$ cat src/rtl/adc_serial_pkg.sv
/*
 * constants for the serial conversion interface of a 14-bit sar converter.
 * assumes a 200 MHz system clock sampling all link pins.
 */
`default_nettype none
package adc_serial_pkg;
    localparam int          RESULT_W        = 14;
    localparam int          CMD_W           = 8;
    localparam int          CNT_W           = 6;
    localparam logic [5:0]  DATA_EDGE_8     = 6'h08;
    localparam logic [5:0]  DATA_EDGE_16    = 6'h10;
    // acquisition ends on these falling edges: 3.5 or 11.5 clocks after the first rise
    localparam logic [5:0]  ACQ_END_8       = 6'h04;
    localparam logic [5:0]  ACQ_END_16      = 6'h0C;
    localparam logic [5:0]  FRAME_LEN_8     = 6'h18;
    localparam logic [5:0]  FRAME_LEN_16    = 6'h20;
    localparam int          CLK_PERIOD_PS   = 5000;
    localparam int          ACQ_MIN_NS      = 729;
    localparam int          ACQ_MIN_CYC     = (ACQ_MIN_NS * 1000 + CLK_PERIOD_PS - 1) / CLK_PERIOD_PS;
    localparam logic        EOC_RESET       = 1'b1;
    localparam logic [13:0] RESULT_RESET    = 14'h0000;
    localparam logic [7:0]  CMD_RESET       = 8'h06;
endpackage
`default_nettype wire

$ cat src/rtl/adc_serial_if.sv
/*
 * conversion control and serial result port of a 14-bit sar converter.
 * assumes link pins are asynchronous, sclk well below clk_sys/4, and the
 * analog sample arrives as a digital word on analog_input.
 */
`default_nettype none
// Operation
// - in dsp mode pulse frame_sync_out when result msb appears on dout
// - chip-select high means shutdown, low means normal operation
// - chip-select falling edge wakes analog and enables command shifting
// - acquisition advances only on host serial clock edges; sar conversion steps on clk_sys
// - dout low until msb on falling edge 8 or 16
// - result shifted msb first as unsigned straight binary
// - dsp mode needs external clock; frame_sync_in pulse starts conversion
// - chip-select high then low returns track/hold to tracking
// - 16-bit mode acquisition lasts eleven and a half serial clocks
// - hold phase resolves sample to 14 bits by successive approximation
// - end-of-conversion low when ready with internal clock, high otherwise
module adc_serial_if
    import adc_serial_pkg::*;
(
    // clock and reset
    input  wire logic                               clk_sys,
    input  wire logic                               rst_n,
    // serial link pins
    input  wire logic                               cs_n,
    input  wire logic                               sclk,
    input  wire logic                               din,
    output logic                                    dout,
    output logic                                    dout_oe_n,
    output logic                                    eoc_n,
    input  wire logic                               frame_sync_in,
    output logic                                    frame_sync_out,
    input  wire logic                               transfer_width_select,
    // analog side
    input  wire logic [adc_serial_pkg::RESULT_W-1:0] analog_input,
    input  wire logic                               internal_clock_mode,
    // status
    output logic                                    shutdown,
    output logic                                    tracking,
    output logic [adc_serial_pkg::CMD_W-1:0]        command
);
    typedef enum logic [3:0] {
        ST_IDLE = 4'b0001,
        ST_ACQ  = 4'b0010,
        ST_CONV = 4'b0100,
        ST_DONE = 4'b1000
    } phase_e;

    phase_e phase_r;
    logic [2:0] cs_s_r, sclk_s_r, fs_s_r;
    logic [1:0] din_s_r, sel_s_r;
    logic       cs_q, sclk_q, fs_q, din_q, sel_q;
    logic       cs_fall, cs_rise, sclk_rise, sclk_fall, fs_fall;
    logic       dsp_mode_r, wide_r, armed_r;
    logic [CNT_W-1:0]    fall_cnt_r;
    logic [CMD_W-1:0]    cmd_r;
    logic [RESULT_W-1:0] sample_r, shift_r, sar_result;
    logic                sar_start, sar_done;
    logic [CNT_W-1:0]    acq_end, data_edge, frame_len;

    // two-flop synchronisers, third stage only for edge finding
    always_ff @(posedge clk_sys) begin
        if (!rst_n) begin
            cs_s_r   <= 3'h7;
            sclk_s_r <= 3'h0;
            fs_s_r   <= 3'h7;
            din_s_r  <= 2'h0;
            sel_s_r  <= 2'h0;
        end else begin
            cs_s_r   <= {cs_s_r[1:0], cs_n};
            sclk_s_r <= {sclk_s_r[1:0], sclk};
            fs_s_r   <= {fs_s_r[1:0], frame_sync_in};
            din_s_r  <= {din_s_r[0], din};
            sel_s_r  <= {sel_s_r[0], transfer_width_select};
        end
    end
    assign cs_q      = cs_s_r[1];
    assign sclk_q    = sclk_s_r[1];
    assign fs_q      = fs_s_r[1];
    assign din_q     = din_s_r[1];
    assign sel_q     = sel_s_r[1];
    assign cs_fall   = cs_s_r[2] & ~cs_q;
    assign cs_rise   = ~cs_s_r[2] & cs_q;
    assign sclk_rise = ~sclk_s_r[2] & sclk_q;
    assign sclk_fall = sclk_s_r[2] & ~sclk_q;
    assign fs_fall   = fs_s_r[2] & ~fs_q;

    assign acq_end   = wide_r ? ACQ_END_16 : ACQ_END_8;
    assign data_edge = wide_r ? DATA_EDGE_16 : DATA_EDGE_8;
    assign frame_len = wide_r ? FRAME_LEN_16 : FRAME_LEN_8;

    assign shutdown = cs_q;

    // sar start: the falling sclk edge that ends acquisition, in either mode
    assign sar_start = !cs_q && (phase_r == ST_ACQ) && sclk_fall && fall_cnt_r == acq_end - 6'h01;

    always_ff @(posedge clk_sys) begin
        if (!rst_n) begin
            phase_r    <= ST_IDLE;
            fall_cnt_r <= '0;
            dsp_mode_r <= 1'b0;
            wide_r     <= 1'b0;
            armed_r    <= 1'b1;
            sample_r   <= RESULT_RESET;
        end else if (cs_q) begin
            phase_r    <= ST_IDLE;
            fall_cnt_r <= '0;
            armed_r    <= 1'b1;    // high phase of cs re-arms tracking
        end else begin
            case (phase_r)
                ST_IDLE: begin
                    // dsp start only with external clock
                    if (armed_r && (cs_fall || (fs_fall && !internal_clock_mode))) begin
                        phase_r    <= ST_ACQ;
                        dsp_mode_r <= ~fs_q && !internal_clock_mode;
                        wide_r     <= sel_q;
                        fall_cnt_r <= '0;
                        armed_r    <= 1'b0;
                    end
                end
                ST_ACQ: begin
                    if (sclk_fall) begin
                        fall_cnt_r <= fall_cnt_r + 6'h01;
                        if (fall_cnt_r == acq_end - 6'h01) begin
                            sample_r <= analog_input; // track/hold opens
                            phase_r  <= ST_CONV;
                        end
                    end
                end
                ST_CONV, ST_DONE: begin
                    if (sclk_fall) begin
                        fall_cnt_r <= fall_cnt_r + 6'h01;
                        if (fall_cnt_r == frame_len - 6'h01) phase_r <= ST_IDLE;
                        else if (fall_cnt_r == data_edge - 6'h01) phase_r <= ST_DONE;
                    end
                end
                default: phase_r <= ST_IDLE;
            endcase
        end
    end

    assign tracking = (phase_r == ST_IDLE && armed_r) || phase_r == ST_ACQ;

    // sar steps on clk_sys once hold starts: too few serial edges remain for 14 bits
    sar_array u_sar (
        .clk_sys (clk_sys),
        .rst_n   (rst_n),
        .start   (sar_start),
        .step    (phase_r == ST_CONV),
        .sample  (sample_r),
        .result  (sar_result),
        .done    (sar_done)
    );

    // command shifts in on the first eight rising sclk edges of a frame while selected
    always_ff @(posedge clk_sys) begin
        if (!rst_n) cmd_r <= CMD_RESET;
        else if (!cs_q && phase_r != ST_IDLE && sclk_rise && fall_cnt_r < 6'h08)
            cmd_r <= {cmd_r[CMD_W-2:0], din_q};
    end
    assign command = cmd_r;

    // output shifter: low until data edge, then msb first on falling edges
    always_ff @(posedge clk_sys) begin
        if (!rst_n) begin
            dout           <= 1'b0;
            shift_r        <= RESULT_RESET;
            frame_sync_out <= 1'b0;
        end else begin
            frame_sync_out <= 1'b0;
            if (cs_q || phase_r == ST_IDLE) begin
                dout <= 1'b0;
            end else if (sclk_fall) begin
                if (fall_cnt_r == data_edge - 6'h01) begin
                    dout           <= sar_result[RESULT_W-1];
                    shift_r        <= {sar_result[RESULT_W-2:0], 1'b0};
                    frame_sync_out <= dsp_mode_r;
                end else if (phase_r == ST_DONE) begin
                    dout    <= shift_r[RESULT_W-1];
                    shift_r <= {shift_r[RESULT_W-2:0], 1'b0};
                end else begin
                    dout <= 1'b0;
                end
            end
        end
    end
    assign dout_oe_n = cs_q;

    always_ff @(posedge clk_sys) begin
        if (!rst_n) eoc_n <= EOC_RESET;
        else if (!internal_clock_mode || cs_q) eoc_n <= 1'b1;
        else if (sclk_fall && fall_cnt_r == data_edge - 6'h01) eoc_n <= 1'b0;
    end

    chk_shutdown_follows_cs: assert property (@(posedge clk_sys) disable iff (!rst_n)
        cs_q |-> shutdown ##1 phase_r == ST_IDLE)
        else $error("not in shutdown with chip-select high");
    chk_cs_fall_wakes: assert property (@(posedge clk_sys) disable iff (!rst_n)
        (cs_fall && armed_r && phase_r == ST_IDLE) |=> phase_r == ST_ACQ)
        else $error("chip-select fall did not start frame");
    chk_no_sclk_no_step: assert property (@(posedge clk_sys) disable iff (!rst_n)
        (!sclk_fall && !cs_q && phase_r != ST_IDLE) |=> $stable(fall_cnt_r))
        else $error("frame advanced without serial clock");
    chk_dout_low_early: assert property (@(posedge clk_sys) disable iff (!rst_n)
        (phase_r == ST_ACQ || phase_r == ST_CONV) |-> !dout)
        else $error("dout high before data edge");
    chk_msb_on_edge: assert property (@(posedge clk_sys) disable iff (!rst_n)
        (sclk_fall && !cs_q && phase_r != ST_IDLE && fall_cnt_r == data_edge - 6'h01)
        |=> dout == $past(sar_result[RESULT_W-1]))
        else $error("msb not presented on data edge");
    chk_fso_with_msb: assert property (@(posedge clk_sys) disable iff (!rst_n)
        frame_sync_out |-> dsp_mode_r && phase_r == ST_DONE ##1 !frame_sync_out)
        else $error("frame sync out outside msb edge");
    chk_rearm_needs_cs: assert property (@(posedge clk_sys) disable iff (!rst_n)
        (phase_r == ST_IDLE && !armed_r && !cs_q) |=> phase_r == ST_IDLE)
        else $error("new frame without chip-select cycle");
    chk_eoc_ext_high: assert property (@(posedge clk_sys) disable iff (!rst_n)
        (!internal_clock_mode && !$past(internal_clock_mode)) |-> eoc_n)
        else $error("eoc low in external clock mode");
    chk_wide_acq_len: assert property (@(posedge clk_sys) disable iff (!rst_n)
        (sar_start) |-> fall_cnt_r == (wide_r ? 6'h0B : 6'h03))
        else $error("acquisition length wrong");

    // conversion and result shifting
    chk_conv_before_msb: assert property (@(posedge clk_sys) disable iff (!rst_n)
        (sclk_fall && !cs_q && phase_r == ST_CONV && fall_cnt_r == data_edge - 6'h01) |-> sar_done)
        else $error("conversion not finished at data edge");
    chk_sample_held: assert property (@(posedge clk_sys) disable iff (!rst_n)
        (phase_r == ST_CONV) |=> $stable(sample_r))
        else $error("held sample changed during conversion");
    chk_acq_takes_sample: assert property (@(posedge clk_sys) disable iff (!rst_n)
        sar_start |=> sample_r == $past(analog_input))
        else $error("sample not taken at acquisition end");
    chk_dout_zero_tail: assert property (@(posedge clk_sys) disable iff (!rst_n)
        (phase_r == ST_DONE && fall_cnt_r >= data_edge + 6'h0E) |-> !dout)
        else $error("dout high after last result bit");
    chk_dout_on_fall_only: assert property (@(posedge clk_sys) disable iff (!rst_n)
        (!sclk_fall && !cs_q && phase_r != ST_IDLE) |=> $stable(dout))
        else $error("dout changed without falling serial clock");
    chk_frame_len_end: assert property (@(posedge clk_sys) disable iff (!rst_n)
        (sclk_fall && !cs_q && phase_r == ST_DONE && fall_cnt_r == frame_len - 6'h01) |=> phase_r == ST_IDLE)
        else $error("frame did not end after last falling edge");
    chk_tracking_off_hold: assert property (@(posedge clk_sys) disable iff (!rst_n)
        (phase_r == ST_CONV || phase_r == ST_DONE) |-> !tracking)
        else $error("tracking during hold");

    // command shifting, frame settings and end-of-conversion
    chk_cmd_hold_shutdown: assert property (@(posedge clk_sys) disable iff (!rst_n)
        cs_q |=> $stable(command))
        else $error("command changed in shutdown");
    chk_cmd_shift_rise: assert property (@(posedge clk_sys) disable iff (!rst_n)
        (!cs_q && phase_r != ST_IDLE && sclk_rise && fall_cnt_r < 6'h08)
        |=> command == {$past(command[CMD_W-2:0]), $past(din_q)})
        else $error("command bit not taken on rising edge");
    chk_width_latched: assert property (@(posedge clk_sys) disable iff (!rst_n)
        (phase_r != ST_IDLE) |=> $stable(wide_r))
        else $error("transfer width changed inside frame");
    chk_dsp_ext_clock: assert property (@(posedge clk_sys) disable iff (!rst_n)
        $rose(dsp_mode_r) |-> !$past(internal_clock_mode))
        else $error("dsp mode entered with internal clock");
    chk_eoc_low_at_msb: assert property (@(posedge clk_sys) disable iff (!rst_n)
        (internal_clock_mode && !cs_q && sclk_fall && phase_r == ST_CONV && fall_cnt_r == data_edge - 6'h01)
        |=> !eoc_n)
        else $error("eoc not low with result ready");
    chk_eoc_high_shutdown: assert property (@(posedge clk_sys) disable iff (!rst_n)
        cs_q |=> eoc_n)
        else $error("eoc low in shutdown");

    cov_spi_narrow: cover property (@(posedge clk_sys) disable iff (!rst_n)
        phase_r == ST_DONE && !wide_r && !dsp_mode_r);
    cov_spi_wide: cover property (@(posedge clk_sys) disable iff (!rst_n)
        phase_r == ST_DONE && wide_r);
    cov_dsp_frame: cover property (@(posedge clk_sys) disable iff (!rst_n) frame_sync_out);
    cov_eoc_low: cover property (@(posedge clk_sys) disable iff (!rst_n) !eoc_n);
    cov_wide_conv_done: cover property (@(posedge clk_sys) disable iff (!rst_n) $rose(sar_done) && wide_r);
endmodule
`default_nettype wire

$ cat src/rtl/sar_array.sv
/*
 * successive-approximation stepper: resolves a 14-bit sample one bit per step.
 * assumes step is the parent's hold-phase level, one step per clk_sys cycle.
 */
`default_nettype none
module sar_array
    import adc_serial_pkg::*;
(
    // clock and reset
    input  wire logic                clk_sys,
    input  wire logic                rst_n,
    // control
    input  wire logic                start,
    input  wire logic                step,
    input  wire logic [RESULT_W-1:0] sample,
    // result
    output logic      [RESULT_W-1:0] result,
    output logic                     done
);
    logic [RESULT_W-1:0] trial_r;
    logic [RESULT_W-1:0] bit_r;

    // one comparison per step; sample is the held word from the parent's sample_r
    always_ff @(posedge clk_sys) begin
        if (!rst_n) begin
            trial_r <= RESULT_RESET;
            bit_r   <= '0;
            result  <= RESULT_RESET;
            done    <= 1'b0;
        end else if (start) begin
            trial_r <= {1'b1, {(RESULT_W-1){1'b0}}};
            bit_r   <= {1'b1, {(RESULT_W-1){1'b0}}};
            done    <= 1'b0;
        end else if (step && bit_r != '0) begin
            if (trial_r > sample) begin
                trial_r <= (trial_r & ~bit_r) | (bit_r >> 1);
                if (bit_r == 14'h0001) result <= trial_r & ~bit_r;
            end else begin
                trial_r <= trial_r | (bit_r >> 1);
                if (bit_r == 14'h0001) result <= trial_r;
            end
            bit_r <= bit_r >> 1;
            done  <= (bit_r == 14'h0001);
        end
    end

    chk_sar_done_result: assert property (@(posedge clk_sys) disable iff (!rst_n)
        $rose(done) |-> result == sample)
        else $error("sar result differs from sample");
endmodule
`default_nettype wire

$ cat config.mk
export PLATFORM = sky130hd
export DESIGN_NAME = adc_serial_if
export DESIGN_NICKNAME = d
export VERILOG_FILES = /design/src/rtl/adc_serial_pkg.sv /design/src/rtl/adc_serial_if.sv /design/src/rtl/sar_array.sv
export SDC_FILE = /design/constraint.sdc
export NUM_CORES = 1
export LEC_CHECK = 0
export ABC_AREA = 1
export CAP_MARGIN = 20
export CORE_MARGIN = 1.5
export CORE_UTILIZATION = 59
export DETAILED_ROUTE_END_ITERATION = 6
export DONT_BUFFER_PORTS = 1
export GPL_TIMING_DRIVEN = 0
export PLACE_DENSITY = 0.86
export SLEW_MARGIN = 20
export SYNTH_ARGS = -nofsm -noshare
export SYNTH_HDL_FRONTEND = slang
export SYNTH_SLANG_ARGS = --single-unit
$ cat constraint.sdc
create_clock -name clk_sys -period 2.2 [get_ports clk_sys]
set_clock_uncertainty 0.05 [all_clocks]
set_input_delay 0.22 -clock clk_sys [delete_from_list [all_inputs] [get_ports clk_sys]]
set_output_delay 0.22 -clock clk_sys [all_outputs]
set_load 0.01 [all_outputs]
== Word-level counts from Yosys, hierarchy flattened ==
Index checks and enable logic that the tools add are counted.

* Add/subtract/negate cells: 4
* Magnitude comparators: 2
* Eq/ne operators: 15
* Multiplexer cells: 25
* Bitwise gates (word level): 17
* Reductions and logical operators: 36

{| class="wikitable"
|+ Operators by type and width
! kind !! count
|-
| 14-bit two-way mux || 10
|-
| 4-bit two-way mux || 7
|-
| 14-bit by 13-bit OR with 14-bit output || 2
|-
| 6-bit equality test || 3
|-
| 6-bit two-way mux || 3
|-
| 14-bit AND || 1
|-
| 14-bit by 1-bit equality test with 1-bit output (second input constant) || 1
|-
| 14-bit > comparator || 1
|-
| 14-bit inverter || 1
|-
| 14-bit nonzero test || 1
|-
| 1-bit logical AND || 12
|-
| 4-bit one-hot mux with 3 select lines || 1
|-
| 6-bit one-hot mux with 2 select lines || 1
|-
| 3-bit AND reduction || 4
|-
| 2-bit OR reduction || 5
|-
| 1-bit inverter || 9
|-
| 6-bit by 1-bit adder with 6-bit output (second input constant) || 1
|-
| 6-bit by 4-bit less-than comparator with 1-bit output (second input constant) || 1
|-
| 2-bit != test (second input constant) || 3
|-
| 2-bit nonzero test || 3
|-
| 5-bit by 1-bit subtractor with 6-bit output (second input constant) || 1
|-
| 6-bit by 1-bit subtractor with 6-bit output (second input constant) || 1
|-
| 5-bit two-way mux || 1
|-
| 5-bit AND reduction || 1
|-
| other kinds (16) || 25
|}

* Register bits after elaboration: 107
* Input bits: 22
* Logic and storage cells: 120

== Logic depth before layout (Yosys ltp) ==
* Depth in word-level cells: 7
* Mapped depth: 13
* Gate-level depth less buffers: 12

== Modules after synthesis ==
A second synthesis with hierarchy kept.

* Cell total of the unflattened synthesis: 658
* Area total of the unflattened synthesis: 4,916.0 um^2

{| class="wikitable"
|+ By module, submodules not included
! module !! instances !! cells each !! area each (um^2) !! seq. area each (um^2)
|-
| adc_serial_if || 1 || 349 || 2,716.4 || 1,281.2
|-
| sar_array || 1 || 309 || 2,199.6 || 860.8
|}

== Worst setup path before layout ==
Ideal clock, no wire load.

* Kind: register to register
* From: register sample_r[13]
* To: register u_sar.result[10]
* Library setup time: 0.119 ns
* Data arrival time: 1.537 ns
* Data required time: 2.031 ns
* Path slack: 0.494 ns
* Cell stages (with the launch flop): 13
* Buffers on the path: 1
* Period minus slack after synthesis: 1.706 ns
* Path through: dfxtp_1 -> inv_1 -> ha_1 -> nand2_1 -> nor2_1 -> inv_1 -> nor2_1 -> nand2_1 -> nand2_1 -> buf_2 -> nand3_1 -> nand2_1 -> a21oi_1

* Word-level cells in the longest chain between the ends: 2

{| class="wikitable"
|+ RTL lines
! what !! RTL line !! source
|-
| start: declaration || adc_serial_if.sv:58 || <nowiki>logic [RESULT_W-1:0] sample_r, shift_r, sar_result;</nowiki>
|-
| start signal: assignment || adc_serial_if.sv:126 || <nowiki>sample_r <= analog_input;</nowiki>
|-
| 14-bit > comparator || sar_array.sv:35 || <nowiki>if (trial_r > sample) begin</nowiki>
|-
| 14-bit two-way mux || sar_array.sv:35 ||
|-
| end signal: assignment || sar_array.sv:37 || <nowiki>if (bit_r == 14'h0001) result <= trial_r & ~bit_r;</nowiki>
|-
| end signal: assignment || sar_array.sv:40 || <nowiki>if (bit_r == 14'h0001) result <= trial_r;</nowiki>
|-
| end: declaration || sar_array.sv:17 || <nowiki>output logic [RESULT_W-1:0] result,</nowiki>
|}

Every way passes these cells.
A chain may end at the register's enable or synchronous reset.

== Worst setup path in the final report ==
* From: register sample_r[13]
* To: register u_sar.trial_r[7]

* Word-level cells in the longest chain between the ends: 2

{| class="wikitable"
|+ RTL lines
! what !! RTL line !! source
|-
| 14-bit > comparator || sar_array.sv:35 ||
|-
| 14-bit two-way mux || sar_array.sv:35 ||
|-
| end signal: assignment || sar_array.sv:31 || <nowiki>trial_r <= {1'b1, {(RESULT_W-1){1'b0}}};</nowiki>
|-
| end signal: assignment || sar_array.sv:36 || <nowiki>trial_r <= (trial_r & ~bit_r) | (bit_r >> 1);</nowiki>
|-
| end signal: assignment || sar_array.sv:39 || <nowiki>trial_r <= trial_r | (bit_r >> 1);</nowiki>
|-
| end: declaration || sar_array.sv:20 || <nowiki>logic [RESULT_W-1:0] trial_r;</nowiki>
|}

Every way passes these cells.

==> metrics.yaml <==
grt:
  grt_use_total_pct: 25.89
  grt_max_degree: 19
  grt_pass1_wl_um: 17600
  grt_overflow_total: 0
  antenna_found_initial: 0
  grt_pass1_vias: 3910
power:
  p_per_area_nw_per_um2: 600.6
  finalPower_mw: 3.146
  power_leakage_nw: 2.289
  vdd_drop_max_v: 0.0004155
sta:
  hold_viol: 0
  whs_ns: 0.02238
  max_freq_mhz: 492.2
  worst_pin_slew_ns: 0.5377
  finalCriticalPeriod_ns: 2.032
  timing.final.crit_share_pct: 92.36
  setup_viol: 0
  drv_slew: 0
  rsz0062_at_grt: "no"
  fin_setup_tns_ns: 0
  relSlewSlack_pct: 64.02
routing:
  wl_per_cell_um: 13.40
  wl_um: 10680
  routed_via_density: 5.371
  drc_errors: 1
  firstDrtPassIters: 7
  vias: 4281
  drtIter0Drc: 255
  antenna_left: 0
yosys:
  synth_top_area_share_pct: 44.80
  synth.most_common_cell: "nand2_1"
  ys_types: 33
  ys_seq_area_share_pct: 44.80
  synthArstFlopShare_pct: 0
  synthFlopType: "dfxtp_1"
  synth_cells: 661
  synthesis.area_um2: 4737
  synth_area_per_cell_um2: 7.166
  ys_warn_count: 0
  synth_area_leaders: "dfxtp_1 45%, nand2_1 14%, a21oi_1 7.5%"
  synth_common_cells: "180 x nand2_1, 106 x dfxtp_1, 81 x inv_1"
  yosysTopAreaCell: "dfxtp_1"
  synth-edff-count: 0
  synth_nets: 698
  ys_seq_elements: 106
place:
  port_buffers: 0
  gp_congestion: 0.9140
  dpl_cell_area_um2: 4865
  dp_hpwl_um: 7683
die:
  dieArea_um2: 8576
  die_y_um: 92.61
  core_um2: 7767
  core.rowCount: 32
  die_x_um: 92.61
  start_util_pct: 60.99
  boundaryPins: 36
critical_path:
  cp_common_cell: "nand2_1"
  slowest_delay_ns: 0.33
  cp.required_ns: 2.42
  start_kind: "register"
  rr_worst_depth: 12
  crit_type: "reg2reg"
  crit_path_top_delay_cell: "dfxtp_1"
  cp.arrival_ns: 2.25
  critPathMaxFanout: 10
  rr_startpoint: "sample_r[13]$_SDFFE_PN0P_"
  r2r-end: "u_sar.trial_r[7]$_SDFFE_PP0P_"
  rrSetupSlack_ns: 0.17
  crit_chain: "inv_1 -> ha_1 -> nand2_1 -> nor2_2 -> inv_1 -> nor2_4 -> nand2_1 -> nand2_1 -> buf_4 -> nand3_1 -> nand2_1 -> a21oi_1"
  endpoint_kind: "register"
final_layout:
  nNetsFinal: 727
  n_antenna_cell: 0
  regArea_um2: 2122
  drive_gt1_share_pct: 7.914
  final_area_um2: 5239
  multi_input_area_um2: 2160
  syn_to_final_growth_pct: 10.59
  n_fill_cell: 685
status:
  violations: "design-rule violations"
  outcome: "finished with violations"
clock_network:
  cts_tree: "built"
  cts.clk_slew.worst_paths_ns: 0.11
  cts_setup_buffers: 0
  clock_path_buffers: 2
  cts_root_buf: "clkbuf_8"
  cts_htree_levels: 3
  insertion_delay_ns: 0.37
  cts-buffers-inserted: 9
  clock_sinks: 106
hold_path:
  min_from: "analog_input[0]"
  holdPathEnd: "sample_r[0]$_SDFFE_PN0P_"
  hold_path_depth: 2
  hold_class: "in2reg"
run:
  cap_violations: 0
==> cell type report <==
| class | count | share of cell area, % |
|---|---|---|
| buffer | 24 | 3.057 |
| clock buffer | 9 | 2.364 |
| clock inverter | 7 | 1.027 |
| inverter | 83 | 5.947 |
| multi-input combinational | 448 | 41.22 |
| sequential | 106 | 40.51 |
| tap | 102 | 2.436 |
| timing repair buffer | 18 | 3.439 |
==> per-layer routing <==
layer	global-route usage (%)	vias up	part of all wire (%)
li1	-	2147	-
met1	33.06	1975	44
met2	42.34	138	48
met3	7.389	21	6.5
met4	7.821	0	1.7
met5	0	-	0
==> what timing repair did <==
action	4_1_cts	5_1_grt
setup endpoints to repair	0	19
endpoints found under the hold margin	18	0
gates resized for setup	0	6
hold buffers	18	0
==> flip-flops by register name (all words and copies together) (netlist names), 2 cells and up <==
signal and count:
cs_s_r 3, sel_s_r 2, shift_r 13, sclk_s_r 3, u_sar.bit_r 14, phase_r 4, fs_s_r 3, command 8
din_s_r 2, fall_cnt_r 6, u_sar.trial_r 14, u_sar.result 14, sample_r 14
==> logic make-up (layout without fill, tap and decap cells) <==
| logic type | count (synthesis) | in the layout | share of synthesized area, % |
|---|---|---|---|
| compound gates | 119 | 119 | 12.65 |
| xor+xnor | 3 | 3 | 0.7133 |
| fa+ha+maj | 15 | 15 | 3.962 |
| buf+inv | 107 | 141 | 9.905 |
| flops | 106 | 106 | 44.80 |
| simple gates | 311 | 311 | 27.97 |
==> where the power goes <==
group / internal (mW) / total [mW] / leakage [nW] / switching (mW)
clock network: 0.419 / 1.11 / 0.0822 / 0.687
registers: 1.93 / 1.93 / 0.856 / 0.00542
logic: 0.0423 / 0.106 / 1.35 / 0.0638
total: 2.39 / 3.15 / 2.29 / 0.756
==> metrics by stage <==
stage / setup slack [ns] / instances / util, %
global route: 0.01804 / 797 / 67.45
detailed placement: 0.04965 / 763 / 62.63
global placement: 0.1215 / 763 / 62.63
CTS: 0.01791 / 797 / 67.24
floorplan: 0.4937 / 661 / -
finish: 0.1681 / 797 / 67.45
==> worst max-delay path: cells and delay by family (launching register included) <==
family / cells / cell delay [ns]
simple gates: 7 / 0.84
compound gates: 1 / 0.08
buf+inv: 3 / 0.35
fa+ha+maj: 1 / 0.29
flops: 1 / 0.33
==> how the worst max path moves through the flow <==
stage	start	endpoint
finish	sample_r[13]$_SDFFE_PN0P_	u_sar.trial_r[7]$_SDFFE_PP0P_
global route	sample_r[13]$_SDFFE_PN0P_	u_sar.result[6]$_SDFFE_PN0P_
CTS	sample_r[13]$_SDFFE_PN0P_	u_sar.result[6]$_SDFFE_PN0P_
detailed placement	sample_r[13]$_SDFFE_PN0P_	u_sar.trial_r[6]$_SDFFE_PP0P_
global placement	sample_r[13]$_SDFFE_PN0P_	u_sar.trial_r[7]$_SDFFE_PP0P_
floorplan	sample_r[13]$_SDFFE_PN0P_	u_sar.result[10]$_SDFFE_PN0P_
==> cell usage in the layout, fill, tap and decap left out, types with 2 or more instances in the layout <==
cell and count:
buf_4 7, nand4_1 2, clkbuf_1 7, nand2_1 180, xor2_1 2, o21ai_1 5
nor3_1 5, clkinvlp_4 3, inv_6 2, nor2_1 64, nand2_2 3, o21ai_0 41
clkbuf_8 9, inv_2 2, ha_1 15, dlygate4sd3_1 18, dfxtp_1 106, or2_2 4
nor2_4 2, a21oi_1 70, inv_1 81, buf_6 5, buf_2 5, nand3_1 38
nor2_2 4
Note: power is estimated with default switching activity, not from simulation.
